`config.mk`:
```
export PLATFORM = sky130hd
export DESIGN_NAME = ldb_ctrl
export DESIGN_NICKNAME = d
export VERILOG_FILES = /design/src/core/ldb_pkg.sv /design/src/core/ldb_ctrl.sv /design/src/core/ldb_eval.sv
export VERILOG_INCLUDE_DIRS = /design/src /design/src/core
export SDC_FILE = /design/constraint.sdc
export NUM_CORES = 1
export LEC_CHECK = 0
export BUFFER_PORTS_ARGS = -buffer_cell sky130_fd_sc_hd__clkbuf_2
export CORE_ASPECT_RATIO = 1.4
export CORE_UTILIZATION = 45
export CTS_CLUSTER_DIAMETER = 40
export DETAILED_ROUTE_END_ITERATION = 16
export PLACE_DENSITY = 0.69
export SYNTH_ARGS = -nofsm -noshare
export SYNTH_HDL_FRONTEND = slang
export SYNTH_SLANG_ARGS = --single-unit
```
`constraint.sdc`:
```
create_clock -name clk -period 12.8 [get_ports clk]
set_clock_uncertainty 0.1 [all_clocks]
set_input_delay 1.28 -clock clk [delete_from_list [all_inputs] [get_ports clk]]
set_output_delay 1.28 -clock clk [all_outputs]
set_load 0.02 [all_outputs]
```
`src/core/ldb_defs.svh`:
```
`ifndef LDB_DEFS_SVH
`define LDB_DEFS_SVH

// counter word limits
`define LDB_CNT_W        16
`define LDB_CNT_ALL_ONES 16'hffff
// loop displacement of minus four
`define LDB_LOOP_DISP    16'hfffc
// condition field width
`define LDB_COND_W       4
// condition code bit positions
`define LDB_CCR_C        0
`define LDB_CCR_V        1
`define LDB_CCR_Z        2
`define LDB_CCR_N        3
// address width and instruction word size in bytes
`define LDB_ADDR_W       32
`define LDB_WORD_BYTES   32'h0000_0002
// branch instruction length in bytes
`define LDB_BR_BYTES     32'h0000_0004
// reset values of the fetch gate and of the held words
`define LDB_FETCH_RST    1'b1
`define LDB_WORD_RST     16'h0000

`endif

```
`src/core/ldb_pkg.sv`:
```
package ldb_pkg;

    // one decrement-and-branch request from the decoder
    typedef struct packed {
        logic [31:0] pc;          // address of the branch opcode word
        logic [15:0] disp;        // branch displacement
        logic [3:0]  cond;        // condition selector
        logic [15:0] count;       // low word of the counter register
        logic [3:0]  ccr;         // n z v c
        logic        prev_loopable; // preceding instruction is a one-word loop op
        logic [15:0] prev_word;   // opcode of the preceding instruction
    } ldb_req_s;

    // evaluation result
    typedef struct packed {
        logic [31:0] next_pc;
        logic [15:0] count;
        logic        count_we;
        logic        taken;
    } ldb_res_s;

    typedef enum logic [1:0] {
        LDB_IDLE,
        LDB_LOOP_OP,
        LDB_LOOP_BR
    } ldb_state_e;

endpackage
```
`src/core/ldb_ctrl.sv`:
```
`timescale 1ns/10ps
`include "ldb_defs.svh"

module ldb_ctrl (
    input  wire logic              clk,
    input  wire logic              srst,
    input  wire logic              br_valid,     // decoder presents a branch
    input  ldb_pkg::ldb_req_s      br_req,
    input  wire logic              op_done,      // looped op finished its operands
    input  wire logic              irq_pending,
    input  wire logic              trace_en,
    input  wire logic              bus_error,
    output logic                   fetch_en,     // instruction fetches allowed
    output logic                   loop_active,
    output logic                   op_issue,     // replay held op this cycle
    output logic [15:0]            op_word,      // held decode register
    output logic                   res_valid,
    output ldb_pkg::ldb_res_s      res,
    output logic                   irq_take,
    output logic                   trace_take
);

    ldb_pkg::ldb_state_e state;
    ldb_pkg::ldb_state_e next_state;
    ldb_pkg::ldb_req_s   held;       // prefetch queue copy of the branch
    ldb_pkg::ldb_req_s   cur_req;
    ldb_pkg::ldb_res_s   cur_res;
    logic [15:0]         live_count;

    // state decodes shared by the control terms and the registers
    wire in_idle  = state == ldb_pkg::LDB_IDLE;
    wire in_op    = state == ldb_pkg::LDB_LOOP_OP;
    wire in_br    = state == ldb_pkg::LDB_LOOP_BR;
    wire go_idle  = next_state == ldb_pkg::LDB_IDLE;
    wire go_op    = next_state == ldb_pkg::LDB_LOOP_OP;
    wire entering = in_idle && go_op;

    // in loop mode the branch reads the live count, not the decoder's stale copy
    always_comb begin
        cur_req = (state == ldb_pkg::LDB_LOOP_BR) ? held : br_req;
        if (state == ldb_pkg::LDB_LOOP_BR) begin
            cur_req.count = live_count;
        end
    end

    ldb_eval u_eval (
        .req (cur_req),
        .res (cur_res)
    );

    // evaluation happens on decoder request or on each loop-mode branch pass
    wire eval_now  = (state == ldb_pkg::LDB_IDLE && br_valid) ||
                     state == ldb_pkg::LDB_LOOP_BR;
    wire disp_ok   = br_req.disp == `LDB_LOOP_DISP;
    // the loop op itself must be the one-word instruction right before us
    wire can_enter = br_valid && cur_res.taken && disp_ok &&
                     br_req.prev_loopable && !trace_en;
    // interrupt is only looked at on a branch boundary
    wire irq_now   = eval_now && irq_pending;
    wire trace_now = trace_en && (eval_now || (state == ldb_pkg::LDB_LOOP_OP && op_done));
    // reasons to leave loop mode; the op phase ignores interrupts on purpose
    wire op_abort  = bus_error || trace_en;
    wire br_stop   = !cur_res.taken || irq_now || trace_en || bus_error;

    // next state choice
    always_comb begin
        next_state = state;
        case (state)
            ldb_pkg::LDB_IDLE: begin
                if (can_enter && !irq_now) begin
                    next_state = ldb_pkg::LDB_LOOP_OP;
                end
            end
            ldb_pkg::LDB_LOOP_OP: begin
                // op is never interrupted mid-loop; only bus error or trace exits
                if (op_abort) begin
                    next_state = ldb_pkg::LDB_IDLE;
                end else if (op_done) begin
                    next_state = ldb_pkg::LDB_LOOP_BR;
                end
            end
            default: begin
                if (br_stop) begin
                    next_state = ldb_pkg::LDB_IDLE;
                end else begin
                    next_state = ldb_pkg::LDB_LOOP_OP;
                end
            end
        endcase
    end

    // state register
    always_ff @(posedge clk) begin
        if (srst) begin
            state <= ldb_pkg::LDB_IDLE;
        end else begin
            state <= next_state;
        end
    end

    // prefetch queue copy of the branch, caught on a real entry only
    always_ff @(posedge clk) begin
        if (srst) begin
            held <= '0;
        end else if (entering) begin
            held <= br_req;
        end
    end

    // live counter word; the decoder's copy goes stale once fetches stop
    always_ff @(posedge clk) begin
        if (srst) begin
            live_count <= `LDB_WORD_RST;
        end else if (entering || (in_br && cur_res.count_we)) begin
            live_count <= cur_res.count;
        end
    end

    // decode register keeps the looped op for every replay
    always_ff @(posedge clk) begin
        if (srst) begin
            op_word <= `LDB_WORD_RST;
        end else if (entering) begin
            op_word <= br_req.prev_word;
        end
    end

    // fetches stop from the entry edge until the loop ends
    always_ff @(posedge clk) begin
        if (srst) begin
            fetch_en    <= `LDB_FETCH_RST;
            loop_active <= 1'b0;
        end else begin
            fetch_en    <= go_idle;
            loop_active <= !go_idle;
        end
    end

    // one replay strobe per pass, on the edge that enters the op phase
    always_ff @(posedge clk) begin
        if (srst) begin
            op_issue <= 1'b0;
        end else begin
            op_issue <= go_op && !in_op;
        end
    end

    // the answer stands for one cycle after each evaluating edge
    always_ff @(posedge clk) begin
        if (srst) begin
            res_valid <= 1'b0;
            res       <= '0;
        end else begin
            res_valid <= eval_now;
            res       <= cur_res;
        end
    end

    // exception strobes, one cycle each
    always_ff @(posedge clk) begin
        if (srst) begin
            irq_take   <= 1'b0;
            trace_take <= 1'b0;
        end else begin
            irq_take   <= irq_now;
            trace_take <= trace_now;
        end
    end

endmodule

```
`src/core/ldb_eval.sv`:
```
`timescale 1ns/10ps
`include "ldb_defs.svh"

// combinational evaluation of one test_decrement_branch
module ldb_eval (
    input  ldb_pkg::ldb_req_s req,
    output ldb_pkg::ldb_res_s res
);

    // condition test over n z v c
    function automatic logic cond_true(input logic [3:0] cc, input logic [3:0] ccr);
        logic n;
        logic z;
        logic v;
        logic c;
        n = ccr[`LDB_CCR_N];
        z = ccr[`LDB_CCR_Z];
        v = ccr[`LDB_CCR_V];
        c = ccr[`LDB_CCR_C];
        case (cc)
            4'h0: cond_true = 1'b1;
            4'h1: cond_true = 1'b0;
            4'h2: cond_true = !c && !z;
            4'h3: cond_true = c || z;
            4'h4: cond_true = !c;
            4'h5: cond_true = c;
            4'h6: cond_true = !z;
            4'h7: cond_true = z;
            4'h8: cond_true = !v;
            4'h9: cond_true = v;
            4'ha: cond_true = !n;
            4'hb: cond_true = n;
            4'hc: cond_true = n == v;
            4'hd: cond_true = n != v;
            4'he: cond_true = !z && (n == v);
            default: cond_true = z || (n != v);
        endcase
    endfunction

    wire [15:0] dec_count = req.count - 16'h0001;
    wire        exhausted = dec_count == `LDB_CNT_ALL_ONES;
    wire        cc_ok     = cond_true(req.cond, req.ccr);
    wire [31:0] disp_ext  = {{16{req.disp[15]}}, req.disp};
    wire [31:0] fall_pc   = req.pc + `LDB_BR_BYTES;
    wire [31:0] jump_pc   = req.pc + `LDB_WORD_BYTES + disp_ext;

    // minus one is tested first; only then does a true condition discard the count
    assign res.taken    = !cc_ok && !exhausted;
    assign res.count_we = exhausted || !cc_ok;
    assign res.count    = dec_count;
    assign res.next_pc  = res.taken ? jump_pc : fall_pc;

endmodule

```
==> results of run 1 <==
## cell usage in the layout (no fill, tap or decap), types with 5 or more instances in the layout
master | synthesis | final
sky130_fd_sc_hd__or3_1 | 7 | 7
sky130_fd_sc_hd__o21ai_0 | 23 | 22
sky130_fd_sc_hd__a21o_1 | 9 | 9
sky130_fd_sc_hd__xor2_1 | 14 | 14
sky130_fd_sc_hd__o21a_1 | 7 | 7
sky130_fd_sc_hd__nor3b_1 | 6 | 6
sky130_fd_sc_hd__buf_4 | 23 | 9
sky130_fd_sc_hd__xnor2_1 | 54 | 54
sky130_fd_sc_hd__nand2b_1 | 7 | 7
sky130_fd_sc_hd__nand3_1 | 30 | 30
sky130_fd_sc_hd__nand3b_1 | 5 | 5
sky130_fd_sc_hd__a31oi_1 | 9 | 9
sky130_fd_sc_hd__inv_6 | 0 | 6
sky130_fd_sc_hd__and3_1 | 14 | 14
sky130_fd_sc_hd__nor3_1 | 21 | 21
sky130_fd_sc_hd__nor2_1 | 163 | 163
sky130_fd_sc_hd__o31ai_1 | 5 | 5
sky130_fd_sc_hd__ha_1 | 64 | 64
sky130_fd_sc_hd__mux2_4 | 12 | 12
sky130_fd_sc_hd__dfxtp_1 | 146 | 146
sky130_fd_sc_hd__nand2_1 | 182 | 182
sky130_fd_sc_hd__inv_1 | 23 | 23
sky130_fd_sc_hd__a211oi_1 | 15 | 14
sky130_fd_sc_hd__a21oi_1 | 36 | 36
sky130_fd_sc_hd__nand4_1 | 16 | 16
sky130_fd_sc_hd__nor2b_1 | 21 | 21
sky130_fd_sc_hd__mux2i_1 | 101 | 101
sky130_fd_sc_hd__clkbuf_2 | 0 | 166
sky130_fd_sc_hd__mux2_2 | 23 | 23
sky130_fd_sc_hd__clkbuf_16 | 0 | 17
## area by class of cell
cell class                      instances  area, um2  share of cell area, %
Multi-Input combinational cell        933       6350                   56.6
Sequential cell                       146       2920                   26.1
Timing Repair Buffer                  175        898                   8.01
Clock buffer                           19        443                   3.95
Tap cell                              260        325                   2.90
Clock inverter                         13        189                   1.68
Inverter                               23       86.3                  0.769
## kinds of logic (layout without fill, tap and decap cells)
logic type | Yosys count | count (layout) | synth area share [%]
AO/OA/AOI/OAI | 156 | 156 | 11.1
XOR/XNOR | 68 | 68 | 6.09
adder cells (fa/ha/maj) | 65 | 65 | 8.39
buffers and inverters | 99 | 230 | 5.28
flip-flops | 146 | 146 | 29.9
multiplexers | 138 | 138 | 15.1
AND/OR/NAND/NOR | 506 | 506 | 24.1
## path summary, 6_finish.rpt
check | start | to | slack (ps) | cells after the start
worst max-delay path | state[0] | op_word[11] | 7450 | 14
worst max register to register | state[0] | op_word[11] | 7450 | 14
worst min-delay path | held[56] | held[56] | 370 | 2
worst min register to register | held[56] | held[56] | 370 | 2
## per-stage QoR
stage	utilization (%)	area [um2]	power (uW)	setup slack, ps
6_report	52.7	11200	1290	7450
5_1_grt	52.7	11200	1360	7140
4_1_cts	52.7	11200	1310	7470
3_5_place_dp	49.7	10600	763	7410
3_3_place_gp	49.7	10600	761	7520
2_1_floorplan	-	9780	679	7570
## worst max-delay path, stage by stage (launching register included)
cell                       delay, ps
sky130_fd_sc_hd__dfxtp_1         490
sky130_fd_sc_hd__nand2b_4        660
sky130_fd_sc_hd__mux2_4          400
sky130_fd_sc_hd__inv_1            90
sky130_fd_sc_hd__ha_1            240
sky130_fd_sc_hd__nor4b_1         340
sky130_fd_sc_hd__mux2_2          290
sky130_fd_sc_hd__nor4b_4         340
sky130_fd_sc_hd__a22oi_1         110
sky130_fd_sc_hd__o221a_2         380
sky130_fd_sc_hd__a211oi_4        240
sky130_fd_sc_hd__buf_4           440
sky130_fd_sc_hd__buf_4           650
sky130_fd_sc_hd__mux2i_1         260
sky130_fd_sc_hd__nor2_1           60
## layer usage
| metal | share of wire, % | track usage, % | wire length, um |
|---|---|---|---|
| met4 | 4.9 | 13.7 | 1260 |
| met1 | 40 | 26.2 | 10300 |
| met2 | 50 | 42.9 | 12900 |
| met3 | 5.2 | 4.67 | 1340 |
| met5 | 0 | 0 | 0 |
## sequential cells by signal, summed over array words and instances (netlist names)
register,flops
held,56
res,50
live_count,16
op_word,16
state,2
fetch_en,1
irq_take,1
loop_active,1
op_issue,1
res_valid,1
trace_take,1
## power by group
group	internal [uW]	total, uW	switching [uW]
logic	109	277	167
registers	473	478	4.89
clock network	320	538	218
==> metrics, run 1 <==
core outline area=about 21000 um2; most instantiated library cell after synthesis=sky130_fd_sc_hd__nand2_1; hold buffer count at cts=0; number of buffers on the longest clock path=2; slew of the pin with the lowest slew margin=between 1000 and 1500 ps; synth unique cells=73; total congestion overflow after global routing=0; Final Routed Wirelength=~26000 um; clock tree from TritonCTS=built; synth warn=0; # Max-Cap Violations=0; first-pass GRT wire length=41800 um; biggest fanout along the worst timing path=56; number of slew-limit violations in the final report=0; starting density of the core=between 40 and 50%; master cell of the clock root buffer=sky130_fd_sc_hd__clkbuf_16; final setup violation count=0; count of nets left with antenna violations after detail routing=0; die boundary width=roughly 130 um; largest net degree at the start of global routing=75; fraction of final layout cells sized beyond drive strength 1=roughly a fifth; placed cells=roughly 1.5k; type of origin of the critical path=flop; PwrDens=115 nW/um2; count of H-tree levels built during CTS=4; top cell types by occurrence after synthesis=sky130_fd_sc_hd__nand2_1 (182), sky130_fd_sc_hd__nor2_1 (163), sky130_fd_sc_hd__dfxtp_1 (146); top-area cell type share of the netlist area=29.9%; Synth area leaders=sky130_fd_sc_hd__dfxtp_1 (30%), sky130_fd_sc_hd__mux2i_1 (10%), sky130_fd_sc_hd__ha_1 (8.2%); cell type with the largest total area after synthesis=sky130_fd_sc_hd__dfxtp_1; Routed wire per std cell=16.5 um; Initial DRC Count=a little over 400; count of state elements after synthesis=between 100 and 150; fin crit period=roughly 5400 ps; global-route usage over all layers=23.9%; post-synthesis instance area=approximately 9800 um2; Post-CTS Setup Repair Bufs=0; Inserted Diodes=0; post-CTS resize count=0; count of fill cells added during filler insertion=2022; synthesis-to-finish area growth=14.7%; non-filler cells, final=1569; vias post-DR=roughly 9k; Post-Route Hold Slack=374 ps; total clock buffers created by CTS=17; Layout Nets=1457; half-perimeter wire length after placement=a little under 20000 um; CP Capture Type=flop; required time of the critical path=roughly 13000 ps; relative slew slack=around a fifth; leakage power total=slightly above 0.005 uW; routability congestion estimate from global placement=0.897; number of antenna violations at the first check in global routing=0; outcome=completed; worst supply voltage drop on vdd=approximately 0.1 mV; IO buf count=167; Max Fclk=~0.19 GHz; clock net sink count=~150; Detailed Routing Iterations Pass 1=5; number of hold-slack violations in the final timing report=0; class of the tightest hold or removal check=reg -> reg; Worst-path clk slew=70 ps; synthesized instance count=around 1.2k; number of synthesized flops with an enable pin=0; vias per cell=around 5.6; Arrival @ worst endpoint=about 5500 ps; total I/O pin count=around 170; sequential element share of the synthesized area=around 30%; number of nets in the synthesized netlist=about 1.3k; critical path type=reg -> reg; drt drc=0; number of placement rows=63; RSZ-0062 raised after global routing=false; height of the die=between 150 and 200 um; number of global-route vias before repair=roughly 8.5k; Post-synth ARST share=0%; setup TNS=0 ps; ratio of final minimum period to clock period=a little over two fifths; most common flop cell mapped by yosys=sky130_fd_sc_hd__dfxtp_1; die area=between 20000 and 25000 um2; mean instance size in the synthesized netlist=just over 8 um2; clock insertion delay at the later pin of the skew report=approximately 440 ps
Note: power is estimated with default switching activity, not from simulation.
==> run 2: changes to the inputs <==
==> constraint.sdc (replaced) <==
create_clock -name clk -period 5.17 [get_ports clk]
set_clock_uncertainty 0.1 [all_clocks]
set_input_delay 0.517 -clock clk [delete_from_list [all_inputs] [get_ports clk]]
set_output_delay 0.517 -clock clk [all_outputs]
set_load 0.02 [all_outputs]
==> metrics, run 2 (same netlist as run 1, synthesis figures left out) <==
outcome=completed (unchanged); clock insertion delay at the later pin of the skew report=430 ps (was 440 ps); cell-by-cell listing of the critical path=nand2b_4 > buf_4 > mux2_2 > ha_1 > ha_1 > nand2_1 > nor2_1 > a211oi_1 > nand4_1 > a31oi_1 > nor2_1 > o311ai_0 > a21oi_1 (was nand2b_4 > mux2_4 > inv_1 > ha_1 > nor4b_1 > mux2_2 > nor4b_4 > a22oi_1 > o221a_2 > a211oi_4 > buf_4 > buf_4 > mux2i_1 > nor2_1); total congestion overflow after global routing=0 (unchanged); first-pass GRT wire length=41400 um (was 41800 um); Max Fclk=0.219 GHz (was 0.187 GHz); routability congestion estimate from global placement=0.908 (was 0.897); largest net degree at the start of global routing=76 (was 75); global-route usage over all layers=23.6% (was 23.9%); Layout Nets=1462 (was 1457); number of placement rows=63 (unchanged); largest register by flop count=held (unchanged); count of fill cells added during filler insertion=1984 (was 2022); hold buffer count at cts=0 (unchanged); core outline area=21300 um2 (unchanged); total power=3210 uW (was 1290 uW); starting density of the core=46.0% (unchanged); number of hold-slack violations in the final timing report=0 (unchanged); placed cells=1542 (was 1537); biggest fanout along the worst timing path=26 (was 56); max reg flops=56 (unchanged); CP Capture Type=flop (unchanged); vias per cell=5.56 (was 5.59); critical path type=reg -> reg (unchanged); Routed wire per std cell=16.4 um (was 16.5 um); number of antenna violations at the first check in global routing=0 (unchanged); slew of the pin with the lowest slew margin=842 ps (was 1210 ps); post-CTS resize count=0 (unchanged); clock net sink count=146 (unchanged); final setup violation count=0 (unchanged); die area=22300 um2 (unchanged); Post-CTS Setup Repair Bufs=0 (unchanged); fraction of final layout cells sized beyond drive strength 1=20.9% (was 20.6%); leakage power total=0.00510 uW (was 0.00508 uW); category of cells accounting for the largest share of critical-path delay=compound AO/OA/AOI/OAI gates (was simple AND/OR/NAND/NOR gates); fin crit period=4560 ps (was 5350 ps); critical path's slowest cell=sky130_fd_sc_hd__dfxtp_1 (was sky130_fd_sc_hd__nand2b_4); Arrival @ worst endpoint=4730 ps (was 5540 ps); leading registers by flop count=held x56, res x50 (unchanged); total clock buffers created by CTS=17 (unchanged); RSZ-0062 raised after global routing=false (unchanged); non-filler cells, final=1573 (was 1569); total I/O pin count=168 (unchanged); number of buffers on the longest clock path=2 (unchanged); number of global-route vias before repair=8335 (was 8533); count of nets left with antenna violations after detail routing=0 (unchanged); relative slew slack=42.4% (was 19.7%); clock tree from TritonCTS=built (unchanged); vias post-DR=8749 (was 8773); Inserted Diodes=0 (unchanged); CP peak stage delay=500 ps (was 660 ps); number of slew-limit violations in the final report=0 (unchanged); PwrDens=285 nW/um2 (was 115 nW/um2); master cell of the clock root buffer=sky130_fd_sc_hd__clkbuf_16 (unchanged); half-perimeter wire length after placement=19500 um (was 19300 um); height of the die=176 um (unchanged); Post-Route Hold Slack=220 ps (was 374 ps); # Max-Cap Violations=0 (unchanged); Critical path buffers and inverters=1 (was 3); type of origin of the critical path=flop (unchanged); ratio of final minimum period to clock period=88.1% (was 41.8%); Detailed Routing Iterations Pass 1=5 (unchanged); synthesis-to-finish area growth=15.3% (was 14.7%); count of H-tree levels built during CTS=4 (unchanged); die boundary width=127 um (unchanged); drt drc=0 (unchanged); worst supply voltage drop on vdd=0.219 mV (was 0.0975 mV); class of the tightest hold or removal check=in -> reg (was reg -> reg); Worst-path clk slew=60 ps (was 70 ps); Final Routed Wirelength=25800 um (about the same); IO buf count=167 (unchanged); commonest non-fill, non-tap cell in the layout=sky130_fd_sc_hd__nand2_1 (unchanged); most frequent cells in the layout=sky130_fd_sc_hd__nand2_1 (182), sky130_fd_sc_hd__clkbuf_2 (166), sky130_fd_sc_hd__nor2_1 (163), sky130_fd_sc_hd__dfxtp_1 (146), sky130_fd_sc_hd__mux2i_1 (101) (unchanged); setup TNS=0 ps (unchanged); required time of the critical path=5340 ps (was 12990 ps); Initial DRC Count=681 (was 413)
run 2: routing by layer:
layer / vias up / GRT usage [%] / part of all wire, %
met5: - / 0 / 0
li1: 4343 / - / -
met4: 0 / 11.7 / 4.1
met2: 273 / 41.6 / 50
met1: 4065 / 27.0 / 42
met3: 68 / 4.52 / 4.5
run 2: where the power goes:
group,switching [uW],internal (uW),total [uW]
clock network,512,828,1340
registers,15.8,1170,1190
logic,414,271,686
run 2: final cells by class:
type	count	area [um2]	share of cell area [%]
clock buffer	18	439	3.90
multi-input combinational	933	6350	56.4
sequential	146	2920	25.9
clock inverter	13	196	1.74
tap	260	325	2.89
timing repair buffer	180	948	8.41
inverter	23	86.3	0.766
run 2: path summary, 6_finish.rpt:
check             startpoint    endpoint  slack [ps]  depth (start not counted)
setup / recovery    state[0]     res[41]         610                         13
setup reg to reg    state[0]     res[41]         610                         13
hold / removal     br_req[1]  op_word[1]         220                          3
hold reg to reg     held[52]    held[52]         370                          2
run 2: per-stage QoR:
step	setup WS (ps)	instance area, um2	utilization, %
after floorplan	46.2	9780	-
after global placement	640	10600	50.0
after detailed placement	633	10600	50.0
after CTS	572	11300	53.0
after global routing	256	11300	53.0
final	613	11300	53.0
run 2: worst min-delay path, stage by stage:
cell and delay [ps]:
sky130_fd_sc_hd__clkbuf_2 80, sky130_fd_sc_hd__mux2i_1 50, sky130_fd_sc_hd__nor2_1 70
